File: config.mk
export PLATFORM = sky130hd
export DESIGN_NAME = cos_selector
export DESIGN_NICKNAME = d
export VERILOG_FILES = /design/src/cos_pkg.sv /design/src/cos_selector.sv
export SDC_FILE = /design/constraint.sdc
export NUM_CORES = 1
export LEC_CHECK = 0
export BUFFER_PORTS_ARGS = -buffer_cell sky130_fd_sc_hd__buf_4
export CAP_MARGIN = 20
export CORE_MARGIN = 3
export CORE_UTILIZATION = 45
export CTS_CLUSTER_DIAMETER = 60
export DETAILED_ROUTE_END_ITERATION = 8
export HOLD_SLACK_MARGIN = 0.05
export PLACE_DENSITY = 0.79
export SLEW_MARGIN = 20
export SYNTH_ARGS = -nofsm -noshare
export SYNTH_HDL_FRONTEND = slang
export SYNTH_SLANG_ARGS = --single-unit
File: constraint.sdc
create_clock -name ref_clk -period 2.84 [get_ports ref_clk]
set_input_delay 0 -clock ref_clk [delete_from_list [all_inputs] [get_ports ref_clk]]
set_output_delay 0 -clock ref_clk [all_outputs]
set_load 0.02 [all_outputs]
File: src/cos_pkg.sv
// Purpose: constants and types for the contact output selector
// Assumes: one 125 MHz clock, asynchronous active-high reset
// Notes:   three channels, each a source select and a polarity bit
//
// Functional notes
// - three independent contact outputs, each closed or open per its selected condition.
// - defaults: ch1 run status N.O, ch2 remote status N.O, ch3 alarm N.C.
// - software may change each channel's source and polarity.
// - source none: open for N.O, closed for N.C.
// - run source: closed while operating for N.O, open for N.C.
// - remote source: closed in contact-input remote state for N.O, open for N.C.
// - ready source: closed at ready completion for N.O, open for N.C.
// - stop-alarm source: closed while stopping alarm active for N.O, open for N.C.
// - continue-alarm source: closed while continuing alarm active for N.O, open for N.C.
// - any-alarm source: closed while any alarm active for N.O, open for N.C.
// - selected-alarm source with N.O closes while a selected alarm is active.
// - start-timer source: closed while start timer set for N.O, open for N.C.
// - stop-timer source: closed while stop timer set for N.O, open for N.C.
// - power-fail recovery source: closed while enabled for N.O, open for N.C.
// - anti-freeze source: closed while enabled for N.O, open for N.C.
// - warm-up source: closed while enabled for N.O, open for N.C.
// - input one pass-through follows contact input 1, inverted for N.C.
// - input two pass-through follows contact input 2, inverted for N.C.
// - pass-through is only faithful for alternate-type inputs, not momentary.
// - remote state holds while an alternate remote input is held on.
package cos_pkg;

	localparam int COS_CHANNELS = 3;
	localparam int COS_SEL_W    = 4;

	// source codes; the value stored in the select field
	typedef enum logic [3:0] {
		COS_SRC_NONE    = 4'h0,
		COS_SRC_RUN     = 4'h1,
		COS_SRC_REMOTE  = 4'h2,
		COS_SRC_READY   = 4'h3,
		COS_SRC_ASTOP   = 4'h4,
		COS_SRC_ACONT   = 4'h5,
		COS_SRC_ALARM   = 4'h6,
		COS_SRC_ASEL    = 4'h7,
		COS_SRC_ONTMR   = 4'h8,
		COS_SRC_OFFTMR  = 4'h9,
		COS_SRC_PRST    = 4'hA,
		COS_SRC_FREEZE  = 4'hB,
		COS_SRC_WARM    = 4'hC,
		COS_SRC_INPUT_ONE_PASS_THROUGH    = 4'hD,
		COS_SRC_INPUT_TWO_PASS_THROUGH    = 4'hE
	} cos_src_e;

	// polarity: normally open passes, normally closed inverts
	localparam logic COS_POL_NO = 1'b0;
	localparam logic COS_POL_NC = 1'b1;

	// register map, word offsets (byte address = 4 * index)
	localparam logic [3:0] COS_REG_CH1    = 4'h0;
	localparam logic [3:0] COS_REG_CH2    = 4'h1;
	localparam logic [3:0] COS_REG_CH3    = 4'h2;
	localparam logic [3:0] COS_REG_STATUS = 4'h3;

	// channel config word layout
	localparam int COS_F_SEL_LSB = 0;
	localparam int COS_F_POL_BIT = 4;

	typedef struct packed {
		logic     pol;
		cos_src_e src;
	} cos_cfg_s;

	// default channel settings
	localparam cos_cfg_s COS_CH1_RST = '{pol: COS_POL_NO, src: COS_SRC_RUN};
	localparam cos_cfg_s COS_CH2_RST = '{pol: COS_POL_NO, src: COS_SRC_REMOTE};
	localparam cos_cfg_s COS_CH3_RST = '{pol: COS_POL_NC, src: COS_SRC_ALARM};

	// product conditions, from the controller (remote_in and inputs come from pins)
	typedef struct packed {
		logic operating;
		logic ready;
		logic alarm_stop;
		logic alarm_cont;
		logic alarm_sel;
		logic start_timer;
		logic stop_timer;
		logic pwr_recover;
		logic anti_freeze;
		logic warm_up;
	} cos_cond_s;

endpackage : cos_pkg

File: src/cos_selector.sv
// Purpose: contact output selector with three configurable channels
// Assumes: register port master per plain strobe protocol, one clock domain
// Notes:   contact inputs are pins and pass a two-stage synchroniser
`timescale 1ns/1ps
module cos_selector
	import cos_pkg::*;
(
	// clock and reset
	input  wire logic                 ref_clk,
	input  wire logic                 rst,
	// register port
	input  wire logic [3:0]           reg_addr,
	input  wire logic [31:0]          reg_wdata,
	input  wire logic                 reg_wr,
	input  wire logic                 reg_rd,
	output logic      [31:0]          reg_rdata,
	// product conditions, same clock domain
	input  wire cos_pkg::cos_cond_s   cond,
	// customer pins: contact inputs and remote input (alternate type)
	input  wire logic                 contact_in1,
	input  wire logic                 contact_in2,
	input  wire logic                 remote_in,
	// contact outputs, 1 = closed
	output logic [cos_pkg::COS_CHANNELS-1:0] contact_out
);
	import cos_pkg::*;

	cos_cfg_s        cfg_r [COS_CHANNELS];
	logic [2:0]      sync1_r;
	logic [2:0]      sync2_r;
	logic            contact_input_remote_state;
	logic [31:0]     rdata_nxt;

	// decode a source to its condition level
	function automatic logic src_level(input cos_src_e s, input cos_cond_s c,
		input logic remote_status_source, input logic i1, input logic i2);
		case (s)
			COS_SRC_NONE:   src_level = 1'b0;
			COS_SRC_RUN:    src_level = c.operating;
			COS_SRC_REMOTE: src_level = remote_status_source;
			COS_SRC_READY:  src_level = c.ready;
			COS_SRC_ASTOP:  src_level = c.alarm_stop;
			COS_SRC_ACONT:  src_level = c.alarm_cont;
			COS_SRC_ALARM:  src_level = c.alarm_stop | c.alarm_cont;
			COS_SRC_ASEL:   src_level = c.alarm_sel;
			COS_SRC_ONTMR:  src_level = c.start_timer;
			COS_SRC_OFFTMR: src_level = c.stop_timer;
			COS_SRC_PRST:   src_level = c.pwr_recover;
			COS_SRC_FREEZE: src_level = c.anti_freeze;
			COS_SRC_WARM:   src_level = c.warm_up;
			COS_SRC_INPUT_ONE_PASS_THROUGH:   src_level = i1;
			COS_SRC_INPUT_TWO_PASS_THROUGH:   src_level = i2;
			default:        src_level = 1'b0;
		endcase
	endfunction : src_level

	// pin synchroniser; first stage feeds only the second
	always_ff @(posedge ref_clk or posedge rst) begin
		if (rst) begin
			sync1_r <= 3'h0;
			sync2_r <= 3'h0;
		end else begin
			sync1_r <= {remote_in, contact_in2, contact_in1};
			sync2_r <= sync1_r;
		end
	end

	// remote state follows the held alternate input; momentary toggling is not modelled
	assign contact_input_remote_state = sync2_r[2];

	// channel configuration, writable by software
	always_ff @(posedge ref_clk or posedge rst) begin
		if (rst) begin
			cfg_r[0] <= COS_CH1_RST;
			cfg_r[1] <= COS_CH2_RST;
			cfg_r[2] <= COS_CH3_RST;
		end else if (reg_wr && reg_addr <= COS_REG_CH3) begin
			cfg_r[reg_addr[1:0]] <= '{pol: reg_wdata[COS_F_POL_BIT],
				src: cos_src_e'(reg_wdata[COS_F_SEL_LSB +: COS_SEL_W])};
		end
	end

	// read mux; unmapped addresses read zero
	always_comb begin
		rdata_nxt = 32'h0;
		case (reg_addr)
			COS_REG_CH1, COS_REG_CH2, COS_REG_CH3: begin
				rdata_nxt[COS_F_SEL_LSB +: COS_SEL_W] = cfg_r[reg_addr[1:0]].src;
				rdata_nxt[COS_F_POL_BIT]              = cfg_r[reg_addr[1:0]].pol;
			end
			COS_REG_STATUS: begin
				rdata_nxt[COS_CHANNELS-1:0] = contact_out;
			end
			default: rdata_nxt = 32'h0;
		endcase
	end

	// read data stands only in the cycle after the strobe
	always_ff @(posedge ref_clk or posedge rst) begin
		if (rst) begin
			reg_rdata <= 32'h0;
		end else if (reg_rd) begin
			reg_rdata <= rdata_nxt;
		end else begin
			reg_rdata <= 32'h0;
		end
	end

	// outputs registered so relays never see decode glitches
	always_ff @(posedge ref_clk or posedge rst) begin
		if (rst) begin
			contact_out <= '0; // open, as with power removed
		end else begin
			for (int i = 0; i < COS_CHANNELS; i++) begin
				contact_out[i] <= src_level(cfg_r[i].src, cond, contact_input_remote_state,
					sync2_r[0], sync2_r[1]) ^ (cfg_r[i].pol == COS_POL_NC);
			end
		end
	end
endmodule : cos_selector

### Word level (Yosys, flattened, before mapping)

Cells that the tools add are included.

| operators by class | value |
|---|---|
| order comparisons | 3 |
| equal/unequal tests | 45 |
| mux-type cells | 12 |
| bitwise logic cells | 5 |
| reduce and logical (&&, ||, !) cells | 4 |

Operator list:

| operator | number |
|---|---|
| 4-bit equality test, second input constant | 21 |
| 4-bit by 3-bit equality test with 1-bit output, second input constant | 12 |
| 1-bit case mux with 14 select lines | 3 |
| 4-bit by 2-bit equality test with 1-bit output, second input constant | 8 |
| 5-bit two-way mux | 4 |
| 4-bit by 1-bit equality test with 1-bit output, second input constant | 4 |
| 15-bit bitwise mux | 1 |
| 5-bit binary-select mux with 2-bit select | 1 |
| 5-bit demux with 2-bit select | 1 |
| 3-bit case mux with 2 select lines | 1 |
| 4-bit by 2-bit less-or-equal comparator with 1-bit output, second input constant | 1 |
| 4-bit logical NOT | 1 |
| 3-bit greater-or-equal comparator, second input constant | 1 |
| 3-bit by 1-bit less-than comparator with 1-bit output, second input constant | 1 |
| 2-bit NOT with 3-bit output | 1 |
| 3-bit OR reduction | 1 |
| 1-bit bitwise XOR | 3 |
| 1-bit logical AND | 2 |
| 2-bit two-way mux | 1 |
| 1-bit bitwise OR | 1 |

| word-level totals | value |
|---|---|
| bits in registers | 56 |
| output and inout port bits | 35 |

### Longest topological paths before layout

Gate-level depths: netlist of run 1.

| depth | value |
|---|---|
| depth in word-level cells | 6 |
| mapped depth | 6 |

### Worst setup path after synthesis of run 1

Ideal clock, no wire load.

| timing path | value |
|---|---|
| kind | register to register |
| start | register cfg_r[1] (netlist bit) |
| end | register contact_out[2] (netlist bit) |
| library setup time | 80 ps |
| arrival | 1,559 ps |
| required time | 2,760 ps |
| path slack | 1,201 ps |
| cell stages (with the launch flop) | 7 |
| clock period less this slack | 1,639 ps |
| cell sequence | dfstp_2 > clkbuf_1 > mux2i_1 > o32ai_1 > a211o_1 > a32oi_1 > xnor2_1 |

| on the way | value |
|---|---|
| word-level cells in the longest chain between the ends | 3 |

Ends and longest elaborated chain:

| what | line | text |
|---|---|---|
| start: declaration | cos_selector.sv:28 | `cos_cfg_s cfg_r [COS_CHANNELS];` |
| start signal: indexed assignment | cos_selector.sv:78 | `cfg_r[reg_addr[1:0]] <= '{pol: reg_wdata[COS_F_POL_BIT],` |
| 4-bit equality test (tied with other cells) | cos_selector.sv:37 | `case (s)` |
| 1-bit case mux with 14 select lines * | cos_selector.sv:37 |  |
| 1-bit bitwise XOR * | cos_selector.sv:116 | `sync2_r[0], sync2_r[1]) ^ (cfg_r[i].pol == COS_POL_NC);` |
| end signal: indexed assignment | cos_selector.sv:115 | `contact_out[i] <= src_level(cfg_r[i].src, cond, contact_input_remote_state,` |
| end: declaration | cos_selector.sv:24 | `output logic [cos_pkg::COS_CHANNELS-1:0] contact_out` |

Mark *: on every way between the ends. The rest lies on a longest branch, timed or not.
A chain may end at the register's enable or synchronous reset.

### Worst setup path after layout of run 1

| timing path | value |
|---|---|
| start | register cfg_r[11] (netlist bit) |
| end | register contact_out[0] (netlist bit) |

Same word-level chain as after synthesis.

==> results of run 1 <==
==> placed cells by master, fill, tap and decap left out, types with 3 or more instances in the layout <==
cell / n
nand3b_1: 4
dfrtp_1: 24
inv_1: 4
nand2_1: 10
o21ai_0: 6
mux2i_1: 8
mux4_2: 3
mux2_2: 16
conb_1: 27
buf_4: 33
clkbuf_8: 6
dlygate4sd3_1: 12
nand4b_1: 3
a21oi_1: 7
nor2_1: 10
and3_1: 3
dfstp_2: 5
==> cells by family after synthesis <==
group	share of synthesized area, %
compound gates	10.3
xor+xnor	1.44
buf+inv	15.7
flops	40.2
mux	18.6
other cells	0.206
simple gates	13.5
==> stage by stage <==
stage	hold WS (ns)	power, mW	util, %
detailed placement	0.111	1.07	52.0
floorplan	0.0314	0.967	-
global placement	0.110	1.06	52.0
finish	0.0768	1.52	58.6
global route	0.0766	1.60	58.6
CTS	0.0679	1.52	58.2
==> worst register-to-register path, cell delays in order, from the launching register on <==
cell and delay [ns]:
dfrtp_1 0.54, mux2_1 0.36, a311oi_1 0.26, a41oi_1 0.09, a2111oi_2 0.35, xnor2_1 0.17
==> synthesized netlist by cell type (all sizes together), types with 2 or more instances <==
cell     instances
clkbuf           7
nor3b            2
nand3            2
buf             31
nand4b           3
o21ai            6
a2111oi          2
and3             4
dfstp            5
xnor2            2
o31ai            2
mux2i            8
nor2            10
o221ai           2
a21oi            7
nand3b           4
dfrtp           24
inv              5
mux4             3
mux2            17
nand2           10
nor2b            2
==> registers in the layout, summed over array words and instances, names as in the netlist <==
name,cells
cfg_r,15
reg_rdata,5
contact_out,3
sync1_r,3
sync2_r,3
==> routing by layer <==
layer / global-route usage (%) / up-vias
met5: 0 / -
met4: 5.21 / 0
met3: 4.20 / 4
met2: 28.1 / 68
met1: 22.7 / 667
li1: - / 645
==> worst max path at each step <==
| stage | start | to | slack [ns] | cells after the start |
|---|---|---|---|---|
| after floorplan | cfg_r[1] | contact_out[2] | 1.20 | 6 |
| after global placement | cfg_r[11] | contact_out[0] | 1.0 | 5 |
| after detailed placement | cfg_r[11] | contact_out[0] | 0.99 | 5 |
| after CTS | cfg_r[11] | contact_out[0] | 0.99 | 5 |
| after global routing | cfg_r[11] | contact_out[0] | 0.82 | 5 |
| final | cfg_r[11] | contact_out[0] | 0.99 | 5 |
==> where the power goes <==
part,internal [mW],switching (mW),leakage (nW)
registers,0.507,0.137,0.349
logic,0.235,0.201,0.604
clock network,0.286,0.154,0.0585
total,1.03,0.493,1.01
==> final cells by class <==
cell class | count | area, um^2 | area share [%]
well taps | 48 | 60.1 | 2.72
inverters | 5 | 18.8 | 0.849
clock buffers | 7 | 86.3 | 3.90
flip-flops and latches | 29 | 732 | 33.1
repair buffers | 46 | 383 | 17.3
clock inverters | 1 | 30.0 | 1.36
multi-input cells | 128 | 901 | 40.7
==> results.md, run 1 <==
* Data arrival time of the critical path at between 2 and 2.5 ns
* Upper clock frequency limit at 0.542 GHz
* Worst slew pin tran at ~0.55 ns
* Filler Cell Count at ~330
* Path type of the worst min-delay path: in2reg
* Portion of the post-synthesis area used by sequential elements at between 40% and 50%
* Dpl cell area at between 1500 and 2000 um^2
* Share of final-layout standard cells stronger than drive strength 1 at about a third
* Number of placement rows at 22
* Static leakage power at just over 1 nW
* Maximum number of pins on one net before global-route repair at 30
* Diodes inserted at 0
* Post-CTS repair timing setup buffer count at 0
* Largest delay share family, worst path: compound AO/OA/AOI/OAI gates
* Routed WL at around 4000 um
* Sum of net half-perimeters after detailed placement at between 2000 and 3000 um
* R2r endpoint: contact_out[0]
* Amount of wire on met2 after detailed routing at around 2000 um
* Residual DRC at 0
* Fin Setup TNS at 0 ns
* Reg clk slew, reported paths at around 0.070 ns
* Syn Area/Cell at approximately 10 um^2
* Largest stage delay on the critical path at 0.54 ns
* Clk buf depth at 2
* Async set-reset flop share out of synthesis at 100%
* FF+latch count, synth at 29
* Max rail drop VDD at slightly below 0.4 mV
* Pwr per Cell Area at 688 nW/um^2
* Initial cell density of the core at between 40 and 50%
* CTS hold repair buffers at 12
* Number of vias in the routed layout at between 1000 and 1500
* Final clock skew at 0.00686 ns
* RePlAce Congestion at roughly 0.96
* Antenna violations before repair at 0
* Status: finished, final reports clean
* Slew headroom at a little over three fifths
* Die area at 4840 um^2
* Worst setup margin at roughly 0.99 ns
* Clock buffers created by TritonCTS at 5
* Total clock sinks at 29
* Area share of the leading cell type in the synthesized netlist at between 30% and 40%
* Cells after DPL at approximately 240
* First-pass DRT Iterations at 4
* Slowest cell on the critical path: dfrtp_1
* Die Span Y at about 70 um
* Port-buffer cells at 33
* Count of nets left with antenna violations after detail routing at 0
* Setup-violating endpoint count in the final report at 0
* Reg-to-reg slack, setup at ~1 ns
* Setup WS pre-CTS at 0.991 ns
* Number of instances in the synthesized netlist at approximately 180
* H-Tree Depth at 2
* Count of flip-flops with a built-in enable after synthesis at 0
* Total length of routed met3 wires at 313 um
* Final non-filler cell area at 2210 um^2
* Ranking of synthesized cells by area: dfrtp_1 33%, buf_4 11%, mux2_2 9.9%, dfstp_2 7.2%, mux2i_1 4.4%
* Buffering stage count on the worst path with inverters included at 0
* Cell area after technology mapping at between 1500 and 2000 um^2
* Critical path launch point type: flip-flop
* Reg-to-reg critical path startpoint: cfg_r[11]
* Quantity of gates resized following cts at 0
* Max-slew violations at 0
* Global-route wire length before repair at 6580 um
* Post-layout minimum cycle time at around 1.8 ns
* Worst Hold Launch: reg_addr[2]
* Yosys warnings at 0
* Uppermost routed layer: met4
* Die Width at 69.6 um
* Post-synth top area cell: dfrtp_1
* Total congestion overflow after global routing at 0
* Hold path cells at 3
* Top flip-flop cell by instance count after synthesis: dfrtp_1
* Non-filler cells in the finished layout at approximately 260
* Largest driver fanout on the critical path at 12
* Clock latency on the worst-skew pair at 0.28 ns
* Critical Path, Cell by Cell: mux2_1 -> a311oi_1 -> a41oi_1 -> a2111oi_2 -> xnor2_1
* Post-route met1 wirelength at 1670 um
* Post-DR vias/cell at roughly 5.2
* Cell at the root of the clock tree: clkbuf_8
* Final Hold Vio Count at 0
* Classification of the worst setup path: reg2reg
* Clock tree from TritonCTS: yes
* Endpoint required time on the critical path at 3.04 ns
* Worst min-delay path endpoint: reg_rdata[2]
* Share of the clock period used by the worst path at about two thirds
* Net count of the finished layout at roughly 270
* Number of cell instances on the worst register-to-register path at 5
* Initial DRC Count at between 60 and 70
* All-layer global routing usage at between 15 and 20%
* Post-synth cell types at 44
* RSZ-0062 raised after global routing: false
* Via count of the first global-routing pass at 1325
* Placeable core area at 3770 um^2
* CP endpoint kind: flip-flop
* IO Pins at 88
* Reported max-cap violation count at 0
* Area Overhead vs Synth at 21.4%
* Post-detailed-route wirelength per cell at 15.2 um
Note: power is estimated with default switching activity, not from simulation.
==> inputs of run 2 (changes only) <==
==> constraint.sdc (replaced) <==
create_clock -name ref_clk -period 1.7 [get_ports ref_clk]
set_input_delay 0 -clock ref_clk [delete_from_list [all_inputs] [get_ports ref_clk]]
set_output_delay 0 -clock ref_clk [all_outputs]
set_load 0.02 [all_outputs]
==> results.md, run 2 (same netlist as run 1, synthesis figures left out) <==
* Status: finished, final reports clean
* Critical path launch point type: flip-flop
* All-layer global routing usage at 17.7%
* Max-slew violations at 0
* Largest reg by FF count: cfg_r
* Port-buffer cells at 33
* Residual DRC at 0
* Placeable core area at between 3000 and 4000 um^2
* First-pass DRT Iterations at 5
* Cell at the root of the clock tree: clkbuf_8
* Critical Path, Cell by Cell: and4bb_2 -> a311oi_2 -> a41oi_2 -> a2111oi_4 -> xnor2_1
* Die Width at slightly below 70 um
* Path type of the worst min-delay path: in2reg
* RSZ-0062 raised after global routing: true
* Antenna violations before repair at 0
* Cells after DPL at ~250
* Diodes inserted at 0
* Register area at about 730 um^2
* Final design utilization at between 60 and 70%
* Total clock sinks at 29
* Reported max-cap violation count at 0
* RePlAce Congestion at roughly 0.96
* Final clock skew at roughly 0.0024 ns
* Registers with the most flip-flops: cfg_r (15), reg_rdata (5)
* Total congestion overflow after global routing at 0
* Initial DRC Count at 67
* Post-DR vias/cell at approximately 5.2
* Static leakage power at 1.07 nW
* Final Hold Vio Count at 0
* Initial cell density of the core at about half
* Routed WL at approximately 4200 um
* Endpoint required time on the critical path at approximately 1.9 ns
* Sum of net half-perimeters after detailed placement at between 3000 and 4000 um
* Pwr per Cell Area at between 1000 and 1500 nW/um^2
* Clock latency on the worst-skew pair at roughly 0.28 ns
* Post-detailed-route wirelength per cell at roughly 15 um
* Number of vias in the routed layout at 1430
* Via count of the first global-routing pass at 1307
* Share of the clock period used by the worst path at 98.4%
* Count of nets left with antenna violations after detail routing at 0
* Upper clock frequency limit at ~0.6 GHz
* Buffering stage count on the worst path with inverters included at 0
* IO Pins at between 80 and 90
* Post-layout minimum cycle time at roughly 1.7 ns
* Non-filler cells in the finished layout at ~270
* Max rail drop VDD at 0.645 mV
* Most frequent cells in the layout: 45 x buf_4, 27 x conb_1, 24 x dfrtp_1
* Net count of the finished layout at approximately 280
* Worst setup margin at 0.0274 ns
* Number of placement rows at 22
* Largest stage delay on the critical path at 0.52 ns
* Setup WS pre-CTS at -0.0667 ns
* Filler Cell Count at 310
* Share of final-layout standard cells stronger than drive strength 1 at between 30% and 40%
* H-Tree Depth at 2
* Largest delay share family, worst path: compound AO/OA/AOI/OAI gates
* Maximum number of pins on one net before global-route repair at 30
* Area Overhead vs Synth at 27.1%
* Die Span Y at a little under 70 um
* Number of flip-flops under the largest register name at 15
* CP endpoint kind: flip-flop
* Classification of the worst setup path: reg2reg
* Overall power after layout at between 2 and 3 mW
* Final non-filler cell area at 2310 um^2
* Leading cell type in the layout, fill and taps excluded: buf_4
* Slowest cell on the critical path: dfstp_2
* Multi-input gate area in the final layout at 950 um^2
* Clock buffers created by TritonCTS at 5
* Clock tree from TritonCTS: yes
* Setup-violating endpoint count in the final report at 0
* Global-route wire length before repair at between 6000 and 7000 um
* Reg clk slew, reported paths at roughly 0.06 ns
* Die area at 4840 um^2
* Largest driver fanout on the critical path at 2
* Data arrival time of the critical path at about 1.8 ns
* Clk buf depth at 2
* Dpl cell area at 2040 um^2
-- run 2: cell types whose count changed in the layout (fill, tap and decap cells not counted), sizes merged --
cell	before	now
dlygate4sd3	12	10
inv	4	5
clkinv	1	0
buf	34	45
-- run 2: worst paths after layout --
check / start / to / slack, ns / cells after the start
max: cfg_r[10] / contact_out[0] / 0.03 / 5
min: reg_addr[1] / reg_rdata[3] / 0.10 / 4
max reg2reg: cfg_r[10] / contact_out[0] / 0.03 / 5
min reg2reg: sync1_r[1] / sync2_r[1] / 0.35 / 0
max in group asynchronous: rst / cfg_r[1] / 1.04 / 4
min in group asynchronous: rst / cfg_r[3] / 0.34 / 4
-- run 2: per-layer routing --
metal,share of wire [%],GRT usage (%)
met1,41,21.6
met2,50,29.9
met3,7.7,4.93
met4,1.3,5.86
met5,0,0
-- run 2: area by class of cell --
cell class / instances / share of cell area, %
multi-input cells: 128 / 41.0
flip-flops and latches: 29 / 31.6
repair buffers: 55 / 18.9
clock buffers: 7 / 3.73
well taps: 48 / 2.59
clock inverters: 1 / 1.30
inverters: 5 / 0.811
-- run 2: repair_timing --
| action | 4_1_cts | 5_1_grt |
|---|---|---|
| hold endpoints to repair | 47 | 0 |
| pin swaps | 1 | 4 |
| buffers inserted | 0 | 1 |
| endpoints found under the setup margin | 1 | 2 |
| hold buffers | 10 | 0 |
| resized for setup | 1 | 6 |
-- run 2: worst register-to-register path, cell delays in order (launching register included) --
cell,delay (ns)
dfstp_2,0.52
and4bb_2,0.22
a311oi_2,0.27
a41oi_2,0.09
a2111oi_4,0.34
xnor2_1,0.12
-- run 2: where the power goes --
| part | total (mW) | switching, mW | internal, mW |
|---|---|---|---|
| clock | 0.728 | 0.251 | 0.477 |
| combinational | 0.921 | 0.440 | 0.482 |
| sequential | 1.04 | 0.189 | 0.846 |
-- run 2: per-stage QoR --
| step | TNS (ns) | hold slack, ns |
|---|---|---|
| floorplan | 0 | 0.0314 |
| global placement | 0 | 0.0948 |
| detailed placement | -0.0667 | 0.0933 |
| CTS | 0 | 0.0967 |
| global route | -0.0356 | 0.134 |
| finish | 0 | 0.105 |
